<file path="src/rtl/rftx_pkg.sv">
// shared constants for the rf transmit frame timing and status registers
package rftx_pkg;

  // ==========================================================
  // register map
  localparam int         DATA_W          = 8;
  localparam int         ADDR_W          = 8;
  localparam logic [7:0] TX_CTRL_ADDR    = 8'h32;
  localparam logic [7:0] FRAME_CFG_ADDR  = 8'h33;
  localparam logic [7:0] BASE_TIME_ADDR  = 8'h34;
  localparam logic [7:0] RAND_SEED_ADDR  = 8'h35;
  localparam logic [7:0] FRAME_TIME_ADDR = 8'h36;
  localparam logic [7:0] STATUS_ADDR     = 8'h37;

  // ==========================================================
  // field positions
  localparam int SEND_BIT      = 7;
  localparam int EXTRA_GAP_BIT = 4;
  localparam int FCOUNT_W      = 4;
  localparam int BOOST_BIT     = 7;
  localparam int SEED_W        = 7;
  localparam int FT_W          = 6;
  localparam int GAIN_LSB      = 6;
  localparam int DONE_BIT      = 7;
  localparam int ERR_BIT       = 6;
  localparam int DROP_BIT      = 5;
  localparam int ACK_BIT       = 4;
  localparam int IEN_BIT       = 3;
  localparam int MON_BIT       = 2;
  localparam int CTS_BIT       = 1;
  localparam int SRST_BIT      = 0;
  localparam int FNUM_W        = 5;

  // ==========================================================
  // reset values
  localparam logic [7:0]        BASE_RST  = 8'h00;
  localparam logic [SEED_W-1:0] SEED_RST  = 7'h00;
  localparam logic [FT_W-1:0]   FT_RST    = 6'h00;
  localparam logic [1:0]        GAIN_RST  = 2'h2;
  localparam logic [7:0]        RDATA_RST = 8'h00;

  // ==========================================================
  // timing
  localparam int TICK_NS     = 1000000;
  localparam int CLK_NS      = 40;
  localparam int TICK_CYCLES = TICK_NS / CLK_NS;
  localparam int IVL_W       = 12;

  // x^7 + x^6 + 1, maximal length
  localparam logic [SEED_W-1:0] LFSR_TAPS = 7'h60;

  // total gap in ms ticks: base + random + frame time * frame number
  function automatic logic [IVL_W-1:0] gap_ms(
    input logic [7:0]        base,
    input logic [SEED_W-1:0] rnd,
    input logic [FT_W-1:0]   ft,
    input logic [FNUM_W-1:0] fnum
  );
    logic [IVL_W-1:0] prod;
    prod = IVL_W'(ft) * IVL_W'(fnum);
    gap_ms = IVL_W'(base) + IVL_W'(rnd) + prod;
  endfunction : gap_ms

endpackage : rftx_pkg

</file>
<file path="src/rtl/rftx_lfsr.sv">
// seven bit pseudo-random interval generator
`timescale 1ns/10ps
module rftx_lfsr (
  // clock and reset
  input  wire logic                        core_clk_in,
  input  wire logic                        arst_n_in,
  // control
  input  wire logic                        clear_in,
  input  wire logic                        load_in,
  input  wire logic [rftx_pkg::SEED_W-1:0] seed_in,
  input  wire logic                        step_in,
  // state
  output logic      [rftx_pkg::SEED_W-1:0] value_out
);

  // ==========================================================
  // shift register
  // an all-zero state feeds back zero, so stepping never leaves zero; only a load does
  always_ff @(posedge core_clk_in or negedge arst_n_in) begin
    if (!arst_n_in) begin
      value_out <= rftx_pkg::SEED_RST;
    end else if (clear_in) begin
      value_out <= rftx_pkg::SEED_RST;
    end else if (load_in) begin
      value_out <= seed_in;
    end else if (step_in) begin
      value_out <= {value_out[rftx_pkg::SEED_W-2:0],
                    ^(value_out & rftx_pkg::LFSR_TAPS)};
    end
  end

endmodule : rftx_lfsr

</file>
<file path="src/rtl/rftx_gap_timer.sv">
// millisecond tick prescaler and interframe gap counter
`timescale 1ns/10ps
module rftx_gap_timer #(
  parameter int TICK_CYCLES = rftx_pkg::TICK_CYCLES
) (
  // clock and reset
  input  wire logic                       core_clk_in,
  input  wire logic                       arst_n_in,
  // control
  input  wire logic                       abort_in,
  input  wire logic                       start_in,
  input  wire logic [rftx_pkg::IVL_W-1:0] interval_in,
  // result
  output logic                            done_out
);

  localparam int PW = $clog2(TICK_CYCLES + 1);

  logic [PW-1:0]             pre_r;
  logic [rftx_pkg::IVL_W-1:0] ms_r;
  logic                      busy_r;

  // ==========================================================
  // counter
  // prescaler restarts with each gap so every tick is a full 1 ms
  always_ff @(posedge core_clk_in or negedge arst_n_in) begin
    if (!arst_n_in) begin
      busy_r <= 1'b0;
      pre_r  <= '0;
      ms_r   <= '0;
    end else if (abort_in || start_in) begin
      busy_r <= start_in && !abort_in;
      pre_r  <= '0;
      ms_r   <= interval_in;
    end else if (busy_r) begin
      if (ms_r == '0) begin
        busy_r <= 1'b0;
      end else if (pre_r == PW'(TICK_CYCLES - 1)) begin
        pre_r <= '0;
        ms_r  <= ms_r - 12'h001;
      end else begin
        pre_r <= pre_r + PW'(1);
      end
    end
  end

  assign done_out = busy_r && (ms_r == '0);

endmodule : rftx_gap_timer

</file>
<file path="src/rtl/rftx_regs.sv">
// rf transmit frame timing, boost, gain and status register bank
//
// Behaviour
// - base gap is base_interval_count times a 1 ms tick
// - module soft reset clears the whole base time field
// - seed is copied into the working lfsr when start is set
// - random gap is lfsr value times 1 ms, only if seed nonzero
// - an all-zero lfsr stays zero on every step
// - module soft reset clears the seed field
// - boost bit picks vco power level; cleared by module reset
// - frame gap is frame time times 1 ms times last frame number
// - module reset sets upper gain bit and clears lower gain bit
// - done flag sets when transmission ends and start clears; read only
// - error flag records a transmission error; read only
// - supply drop flag sets when monitored supply falls; sticky
// - writing 1 to acknowledge clears done, error and drop flags
// - irq asserts when enabled and done or error is set
// - monitor enable bit switches the supply monitor; reset clears
// - clear to send reads 1 only once the synthesiser is locked
// - writing 1 to reset bit resets module registers; reads 0
// - start bit clears at end or on reset; writing 0 aborts
// - frames per datagram is frame_count plus one
// - option delays done until one more gap after last frame
//
// The strobed register port was left to the implementer.
`timescale 1ns/10ps
module rftx_regs #(
  parameter int TICK_CYCLES = rftx_pkg::TICK_CYCLES
) (
  // clock and reset
  input  wire logic                        core_clk_in,
  input  wire logic                        arst_n_in,
  // register port
  input  wire logic [rftx_pkg::ADDR_W-1:0] addr_in,
  input  wire logic [rftx_pkg::DATA_W-1:0] wdata_in,
  input  wire logic                        wr_in,
  input  wire logic                        rd_in,
  output logic      [rftx_pkg::DATA_W-1:0] rdata_out,
  // frame engine
  input  wire logic                        frame_done_in,
  input  wire logic                        tx_error_in,
  output logic                             frame_start_out,
  output logic                             send_out,
  // analog status and controls
  input  wire logic                        supply_low_in,
  input  wire logic                        pll_locked_in,
  output logic                             supply_monitor_enable_out,
  output logic                             vco_boost_out,
  output logic      [1:0]                  osc_gain_out,
  output logic                             module_reset_out,
  // processor interrupt
  output logic                             irq_out
);

  typedef enum logic [1:0] {ST_IDLE, ST_FRAME, ST_GAP} rftx_state_t;

  rftx_state_t                       state_r;
  logic [7:0]                        base_r;
  logic [rftx_pkg::SEED_W-1:0]       seed_r;
  logic                              boost_r;
  logic [rftx_pkg::FT_W-1:0]         ft_r;
  logic [rftx_pkg::FCOUNT_W-1:0]     fcount_r;
  logic                              extra_gap_r;
  logic                              irq_en_r;
  logic                              mon_en_r;
  logic                              send_r;
  logic                              done_r;
  logic                              err_r;
  logic                              drop_r;
  logic                              cts_r;
  logic [rftx_pkg::FCOUNT_W-1:0]     left_r;
  logic [rftx_pkg::FNUM_W-1:0]       fnum_r;
  logic                              last_r;
  logic [rftx_pkg::SEED_W-1:0]       lfsr_val;
  logic [rftx_pkg::FNUM_W-1:0]       fnum_nxt;
  logic [rftx_pkg::SEED_W-1:0]       rnd_part;
  logic [rftx_pkg::IVL_W-1:0]        ivl_nxt;
  logic                              wr_ctrl;
  logic                              wr_stat;
  logic                              srst;
  logic                              ack;
  logic                              start_evt;
  logic                              abort_evt;
  logic                              gap_done;
  logic                              frame_end;
  logic                              finish;
  logic                              gap_start;
  logic                              next_frame;
  logic                              drop_evt;

  // ==========================================================
  // write decode
  assign wr_ctrl = wr_in && (addr_in == rftx_pkg::TX_CTRL_ADDR);
  assign wr_stat = wr_in && (addr_in == rftx_pkg::STATUS_ADDR);
  assign srst    = wr_stat && wdata_in[rftx_pkg::SRST_BIT];
  assign ack     = wr_stat && wdata_in[rftx_pkg::ACK_BIT];
  assign start_evt = wr_ctrl && wdata_in[rftx_pkg::SEND_BIT] && !send_r;
  assign abort_evt = wr_ctrl && !wdata_in[rftx_pkg::SEND_BIT] && send_r;
  assign drop_evt  = mon_en_r && supply_low_in;

  // ==========================================================
  // sequencing terms
  assign frame_end  = (state_r == ST_FRAME) && frame_done_in;
  assign finish     = (frame_end && (left_r == '0) && !extra_gap_r) ||
                      ((state_r == ST_GAP) && gap_done && last_r);
  assign gap_start  = frame_end && !finish;
  assign next_frame = (state_r == ST_GAP) && gap_done && !last_r;
  assign fnum_nxt   = fnum_r + 5'h01;
  assign rnd_part   = (seed_r != '0) ? lfsr_val : '0;
  assign ivl_nxt    = rftx_pkg::gap_ms(base_r, rnd_part, ft_r,
                                       fnum_nxt);

  // ==========================================================
  // configuration registers
  always_ff @(posedge core_clk_in or negedge arst_n_in) begin
    if (!arst_n_in) begin
      base_r       <= rftx_pkg::BASE_RST;
      seed_r       <= rftx_pkg::SEED_RST;
      boost_r      <= 1'b0;
      ft_r         <= rftx_pkg::FT_RST;
      osc_gain_out <= rftx_pkg::GAIN_RST;
      fcount_r     <= '0;
      extra_gap_r  <= 1'b0;
      irq_en_r     <= 1'b0;
      mon_en_r     <= 1'b0;
    end else if (srst) begin
      base_r       <= rftx_pkg::BASE_RST;
      seed_r       <= rftx_pkg::SEED_RST;
      boost_r      <= 1'b0;
      ft_r         <= rftx_pkg::FT_RST;
      osc_gain_out <= rftx_pkg::GAIN_RST;
      fcount_r     <= '0;
      extra_gap_r  <= 1'b0;
      irq_en_r     <= 1'b0;
      mon_en_r     <= 1'b0;
    end else if (wr_in) begin
      unique case (addr_in)
        rftx_pkg::FRAME_CFG_ADDR: begin
          extra_gap_r <= wdata_in[rftx_pkg::EXTRA_GAP_BIT];
          fcount_r    <= wdata_in[rftx_pkg::FCOUNT_W-1:0];
        end
        rftx_pkg::BASE_TIME_ADDR: begin
          base_r <= wdata_in;
        end
        rftx_pkg::RAND_SEED_ADDR: begin
          boost_r <= wdata_in[rftx_pkg::BOOST_BIT];
          seed_r  <= wdata_in[rftx_pkg::SEED_W-1:0];
        end
        rftx_pkg::FRAME_TIME_ADDR: begin
          osc_gain_out <= wdata_in[rftx_pkg::GAIN_LSB+:2];
          ft_r         <= wdata_in[rftx_pkg::FT_W-1:0];
        end
        rftx_pkg::STATUS_ADDR: begin
          irq_en_r <= wdata_in[rftx_pkg::IEN_BIT];
          mon_en_r <= wdata_in[rftx_pkg::MON_BIT];
        end
        default: begin
        end
      endcase
    end
  end

  // ==========================================================
  // start bit and frame sequencer
  always_ff @(posedge core_clk_in or negedge arst_n_in) begin
    if (!arst_n_in) begin
      send_r <= 1'b0;
    end else if (srst || abort_evt || finish) begin
      send_r <= 1'b0;
    end else if (start_evt) begin
      send_r <= 1'b1;
    end
  end

  always_ff @(posedge core_clk_in or negedge arst_n_in) begin
    if (!arst_n_in) begin
      state_r <= ST_IDLE;
      left_r  <= '0;
      fnum_r  <= '0;
      last_r  <= 1'b0;
    end else if (srst || abort_evt) begin
      state_r <= ST_IDLE;
    end else begin
      unique case (state_r)
        ST_IDLE: begin
          if (start_evt) begin
            state_r <= ST_FRAME;
            left_r  <= fcount_r;
            fnum_r  <= '0;
            last_r  <= 1'b0;
          end
        end
        ST_FRAME: begin
          if (frame_end) begin
            fnum_r <= fnum_nxt;
            if (finish) begin
              state_r <= ST_IDLE;
            end else begin
              state_r <= ST_GAP;
              last_r  <= (left_r == '0);
            end
            if (left_r != '0) begin
              left_r <= left_r - 4'h1;
            end
          end
        end
        ST_GAP: begin
          if (gap_done) begin
            state_r <= last_r ? ST_IDLE : ST_FRAME;
          end
        end
      endcase
    end
  end

  // frame start pulse is registered so the frame engine sees clean data
  always_ff @(posedge core_clk_in or negedge arst_n_in) begin
    if (!arst_n_in) begin
      frame_start_out <= 1'b0;
    end else begin
      frame_start_out <= (start_evt || next_frame) && !srst;
    end
  end

  // ==========================================================
  // timing sub-blocks
  rftx_lfsr u_lfsr (
    .core_clk_in (core_clk_in),
    .arst_n_in   (arst_n_in),
    .clear_in    (srst),
    .load_in     (start_evt),
    .seed_in     (seed_r),
    .step_in     (gap_start),
    .value_out   (lfsr_val)
  );

  rftx_gap_timer #(
    .TICK_CYCLES (TICK_CYCLES)
  ) u_gap (
    .core_clk_in (core_clk_in),
    .arst_n_in   (arst_n_in),
    .abort_in    (srst || abort_evt),
    .start_in    (gap_start),
    .interval_in (ivl_nxt),
    .done_out    (gap_done)
  );

  // ==========================================================
  // status flags
  // a set in the same cycle as acknowledge wins, so no event is lost
  always_ff @(posedge core_clk_in or negedge arst_n_in) begin
    if (!arst_n_in) begin
      done_r <= 1'b0;
      err_r  <= 1'b0;
      drop_r <= 1'b0;
      cts_r  <= 1'b0;
    end else begin
      done_r <= finish || (done_r && !ack && !srst);
      err_r  <= tx_error_in || (err_r && !ack && !srst);
      drop_r <= drop_evt || (drop_r && !ack && !srst);
      cts_r  <= pll_locked_in && !srst;
    end
  end

  always_ff @(posedge core_clk_in or negedge arst_n_in) begin
    if (!arst_n_in) begin
      module_reset_out <= 1'b0;
    end else begin
      module_reset_out <= srst;
    end
  end

  // ==========================================================
  // read port
  // ack and reset bits are strobes and always read back as zero
  always_ff @(posedge core_clk_in or negedge arst_n_in) begin
    if (!arst_n_in) begin
      rdata_out <= rftx_pkg::RDATA_RST;
    end else if (rd_in) begin
      unique case (addr_in)
        rftx_pkg::TX_CTRL_ADDR:    rdata_out <= {send_r, 7'h00};
        rftx_pkg::FRAME_CFG_ADDR:  rdata_out <= {3'h0, extra_gap_r, fcount_r};
        rftx_pkg::BASE_TIME_ADDR:  rdata_out <= base_r;
        rftx_pkg::RAND_SEED_ADDR:  rdata_out <= {boost_r, seed_r};
        rftx_pkg::FRAME_TIME_ADDR: rdata_out <= {osc_gain_out, ft_r};
        rftx_pkg::STATUS_ADDR:     rdata_out <= {done_r, err_r, drop_r,
                                   1'b0, irq_en_r, mon_en_r, cts_r, 1'b0};
        default:                   rdata_out <= 8'h00;
      endcase
    end else begin
      rdata_out <= 8'h00;
    end
  end

  assign send_out                  = send_r;
  assign vco_boost_out             = boost_r;
  assign supply_monitor_enable_out = mon_en_r;
  assign irq_out = irq_en_r && (done_r || err_r);
endmodule : rftx_regs

</file>
<file path="config.mk">
export PLATFORM = sky130hd
export DESIGN_NAME = rftx_regs
export DESIGN_NICKNAME = d
export VERILOG_FILES = /design/src/rtl/rftx_pkg.sv /design/src/rtl/rftx_lfsr.sv /design/src/rtl/rftx_gap_timer.sv /design/src/rtl/rftx_regs.sv
export SDC_FILE = /design/constraint.sdc
export NUM_CORES = 1
export LEC_CHECK = 0
export BUFFER_PORTS_ARGS = -buffer_cell sky130_fd_sc_hd__buf_2
export CAP_MARGIN = 10
export CORE_MARGIN = 3
export CORE_UTILIZATION = 45
export CTS_CLUSTER_DIAMETER = 40
export CTS_CLUSTER_SIZE = 25
export DETAILED_ROUTE_END_ITERATION = 10
export PLACE_DENSITY = 0.72
export SLEW_MARGIN = 40
export SYNTH_ARGS = -nofsm -noshare
export SYNTH_HDL_FRONTEND = slang
export SYNTH_HIERARCHICAL = 1
export SYNTH_SLANG_ARGS = --single-unit
</file>
<file path="constraint.sdc">
create_clock -name core_clk_in -period 4.9 [get_ports core_clk_in]
set_input_delay 0.245 -clock core_clk_in [delete_from_list [all_inputs] [get_ports core_clk_in]]
set_output_delay 0.245 -clock core_clk_in [all_outputs]
set_load 0.02 [all_outputs]
</file>
==> run metrics <==
area delta synth->final 10.4%; IO Port Bufs 39; GPL Wtd Cong 0.857; Initial Util 0.465; Routed WL 15.2 mm; Root Driver clkbuf_16; max-cap check violation count 0; final core occ 0.513; final worst-path cycle share 0.981; Yosys top cell by area dfrtp_1; Top FF cell, synth dfrtp_1; post-route ant nets 0; crit-path max FO 7; syn nets 770; clock slew at reported path FFs 0.07 ns; layout cells sized above 1 0.142; Critical Path AT 5.08 ns; DR vias/cell 5.73; Slew headroom 0.456; Leak 3.40 nW; Final Critical Period 4.81 ns; Pwr Density 374 nW/µm²; Peak Freq 208 MHz; FF/Latch Area 2330 µm²; GRT Max-Usage Layer met2; status finished clean; Slew @ Worst Pin 0.809 ns; Synth Register Bits 93; Critical Path Sink Type flip-flop; post-synthesis compound-gate area fraction 0.132; Detailed Route Iter0 Violations 382; total CTS buffers 9; Yosys cell types 78; 1st-pass router iterations 6; mux contribution to synthesized area 0.0660; top cells by count, synth 92 x dfrtp_1, 69 x nand2_1, 51 x nor2_1, 45 x inv_1, 37 x ha_1; Final setup viols 0; slowest library cell on the worst path fa_1; Die ar. 15,900 µm²; Syn Inst Count 684; CP max stage delay 0.54 ns; Setup TNS 0 ns; Synth top area share 0.354; crit path launch type flip-flop; worst min-delay path category input port to flip-flop; IO Pins 40; drt wl/cell 16.9 µm; synth warn 6; EDFF count, synth 0; top cells by area, synth dfrtp_1 35%, fa_1 7.7%, ha_1 7.1%; Global Route met2 Usage 0.323; simple-gate share of the synthesized area 0.212; most numerous cell in the Yosys netlist dfrtp_1; row count 43; # H-tree levels 3; CTS tree yes; worst path cell trace ha_2, nand3_1, xnor2_2, nand2_1, fa_1, fa_1, fa_1, inv_1, fa_1, ha_1, o21ai_0, nor2_1, o21ai_1, a211oi_2, xor2_1, nand2_1, o21ai_1; # diodes 0; clk_lat worst skew 0.35 ns; sequential fraction of the synthesis area 0.358; async set-reset flop share out of synthesis 1.00; Power, Total 2.69 mW; peak supply drop 0.206 mV; met1 Usage GRT 0.264; gr usage total 0.197; antenna violations before repair 0; core area 14,000 µm²; DP HPWL 11.3 mm; fin nets 804; skew final 0.00729 ns; Global Route met3 Usage 0.0462; Post-Synth XOR/XNOR Area 0.0323; worst path required time 5.17 ns; largest net degree at the start of global routing 75; Overflow after GRT 0; # DRC 0; CTS Sinks 93; Post-Synth Adder-Cell Area 0.148; first-pass GRT wire length 25.7 mm; largest family of logic cells by synthesized area simple AND/OR/NAND/NOR gates; CTS Buffer Depth 2; max-slew violation count 0; Synth Area per Inst 9.51 µm²; Crit Path Class flip-flop to flip-flop; final hold violation count 0; Filler cells 1,303; Via Count 5,170; chip height 126 µm; Critical Path Most Common Cell fa_1; area of the multi-input gates 3880 µm²; vias in the first global route 5,216; Die X-Extent 126 µm; cell area after synthesis 6500 µm²
==> path summary, 6_finish.rpt <==
path / start / to / slack (ns) / cells past startpoint
hold / removal: tx_error_in / err_r / 0.07 / 2
max in group asynchronous: arst_n_in / fcount_r[2] / 3.64 / 3
setup reg to reg: fnum_r[1] / u_gap/ms_r[8] / 0.09 / 17
setup / recovery: fnum_r[1] / u_gap/ms_r[8] / 0.09 / 17
min in group asynchronous: arst_n_in / u_gap/ms_r[10] / 0.32 / 2
hold reg to reg: u_gap/pre_r[13] / u_gap/pre_r[13] / 0.52 / 1
==> cell type report <==
class,instances,share of cell area
Inverter,46,0.0241
Timing Repair Buffer,50,0.0399
Multi-Input combinational cell,518,0.541
Clock buffer,11,0.0338
Tap cell,180,0.0314
Sequential cell,93,0.324
Clock inverter,5,0.00593
==> worst max-delay path, delay by kind of cell, from the launching register on <==
family / cells / cell delay, ns
AO/OA/AOI/OAI: 4 / 0.65
flip-flops: 1 / 0.38
buffers and inverters: 1 / 0.05
AND/OR/NAND/NOR: 4 / 0.53
XOR/XNOR: 2 / 0.47
adder cells (fa/ha/maj): 6 / 2.63
==> state kept, by name, summed over array words and instances (netlist names), 2 cells and up <==
register / flops
osc_gain_out: 2
seed_r: 7
state_r: 2
u_gap/pre_r: 15
base_r: 8
ft_r: 6
rdata_out: 8
u_gap/ms_r: 12
fnum_r: 5
u_lfsr/value_out: 7
fcount_r: 4
left_r: 4
==> cell families (layout without fill, tap and decap cells) <==
kind of cell               after synthesis  count (layout)
xor gates and xnor gates                24              24
DFF                                     93              93
buffers and inverters                   73             112
and+or+nand+nor                        262             262
AOI/OAI and AO/OA                      131             131
muxes                                   39              39
adders and majority gates               62              62
==> layer usage <==
metal / wire [µm] / up-vias
li1: - / 2453
met1: 6750 / 2535
met2: 7470 / 164
met3: 803 / 18
met4: 211 / 0
met5: 0 / -
==> through the flow <==
| stage | cells | hold slack (ns) | setup slack (ns) | instance area [µm²] |
|---|---|---|---|---|
| 6_report | 903 | 0.0731 | 0.0923 | 7180 |
| 5_1_grt | 903 | 0.0532 | -0.0601 | 7180 |
| 4_1_cts | 901 | 0.0569 | 0.0184 | 7130 |
| 3_5_place_dp | 884 | 0.151 | 0.0525 | 6830 |
| 3_3_place_gp | 883 | 0.137 | 0.227 | 6820 |
| 2_1_floorplan | 684 | -0.0506 | 0.346 | 6500 |
==> timing repair <==
item,4_1_cts,5_1_grt
buffers inserted,0,2
hold endpoints to repair,19,0
endpoints found under the setup margin,0,6
gates resized for setup,0,11
hold buffers,1,0
==> report_power, final <==
| group | switching [mW] | leakage [nW] | internal (mW) |
|---|---|---|---|
| logic | 0.614 | 2.02 | 0.393 |
| clock network | 0.311 | 0.137 | 0.364 |
| registers | 0.120 | 1.24 | 0.885 |
| total | 1.04 | 3.40 | 1.64 |
==> placed cells by master (no fill, tap or decap), types with 4 or more instances in the layout <==
master and instances:
and2_1 21, nor2_1 51, nand2b_1 6, nand4_1 11
buf_2 38, a22o_1 5, a21oi_1 34, a21o_1 6
xnor2_1 5, nor4_1 5, xor2_1 17, fa_1 25
clkbuf_16 9, inv_1 45, nand3b_1 5, nor2b_1 17
ha_1 35, mux2_2 6, mux2i_1 29, or2_2 4
nand3_1 25, a211oi_1 10, nand2_1 69, a22oi_1 4
o21ai_1 18, buf_4 10, nor3_1 19, dfrtp_1 92
o21ai_0 26
Power figures use the tool's default switching activity.
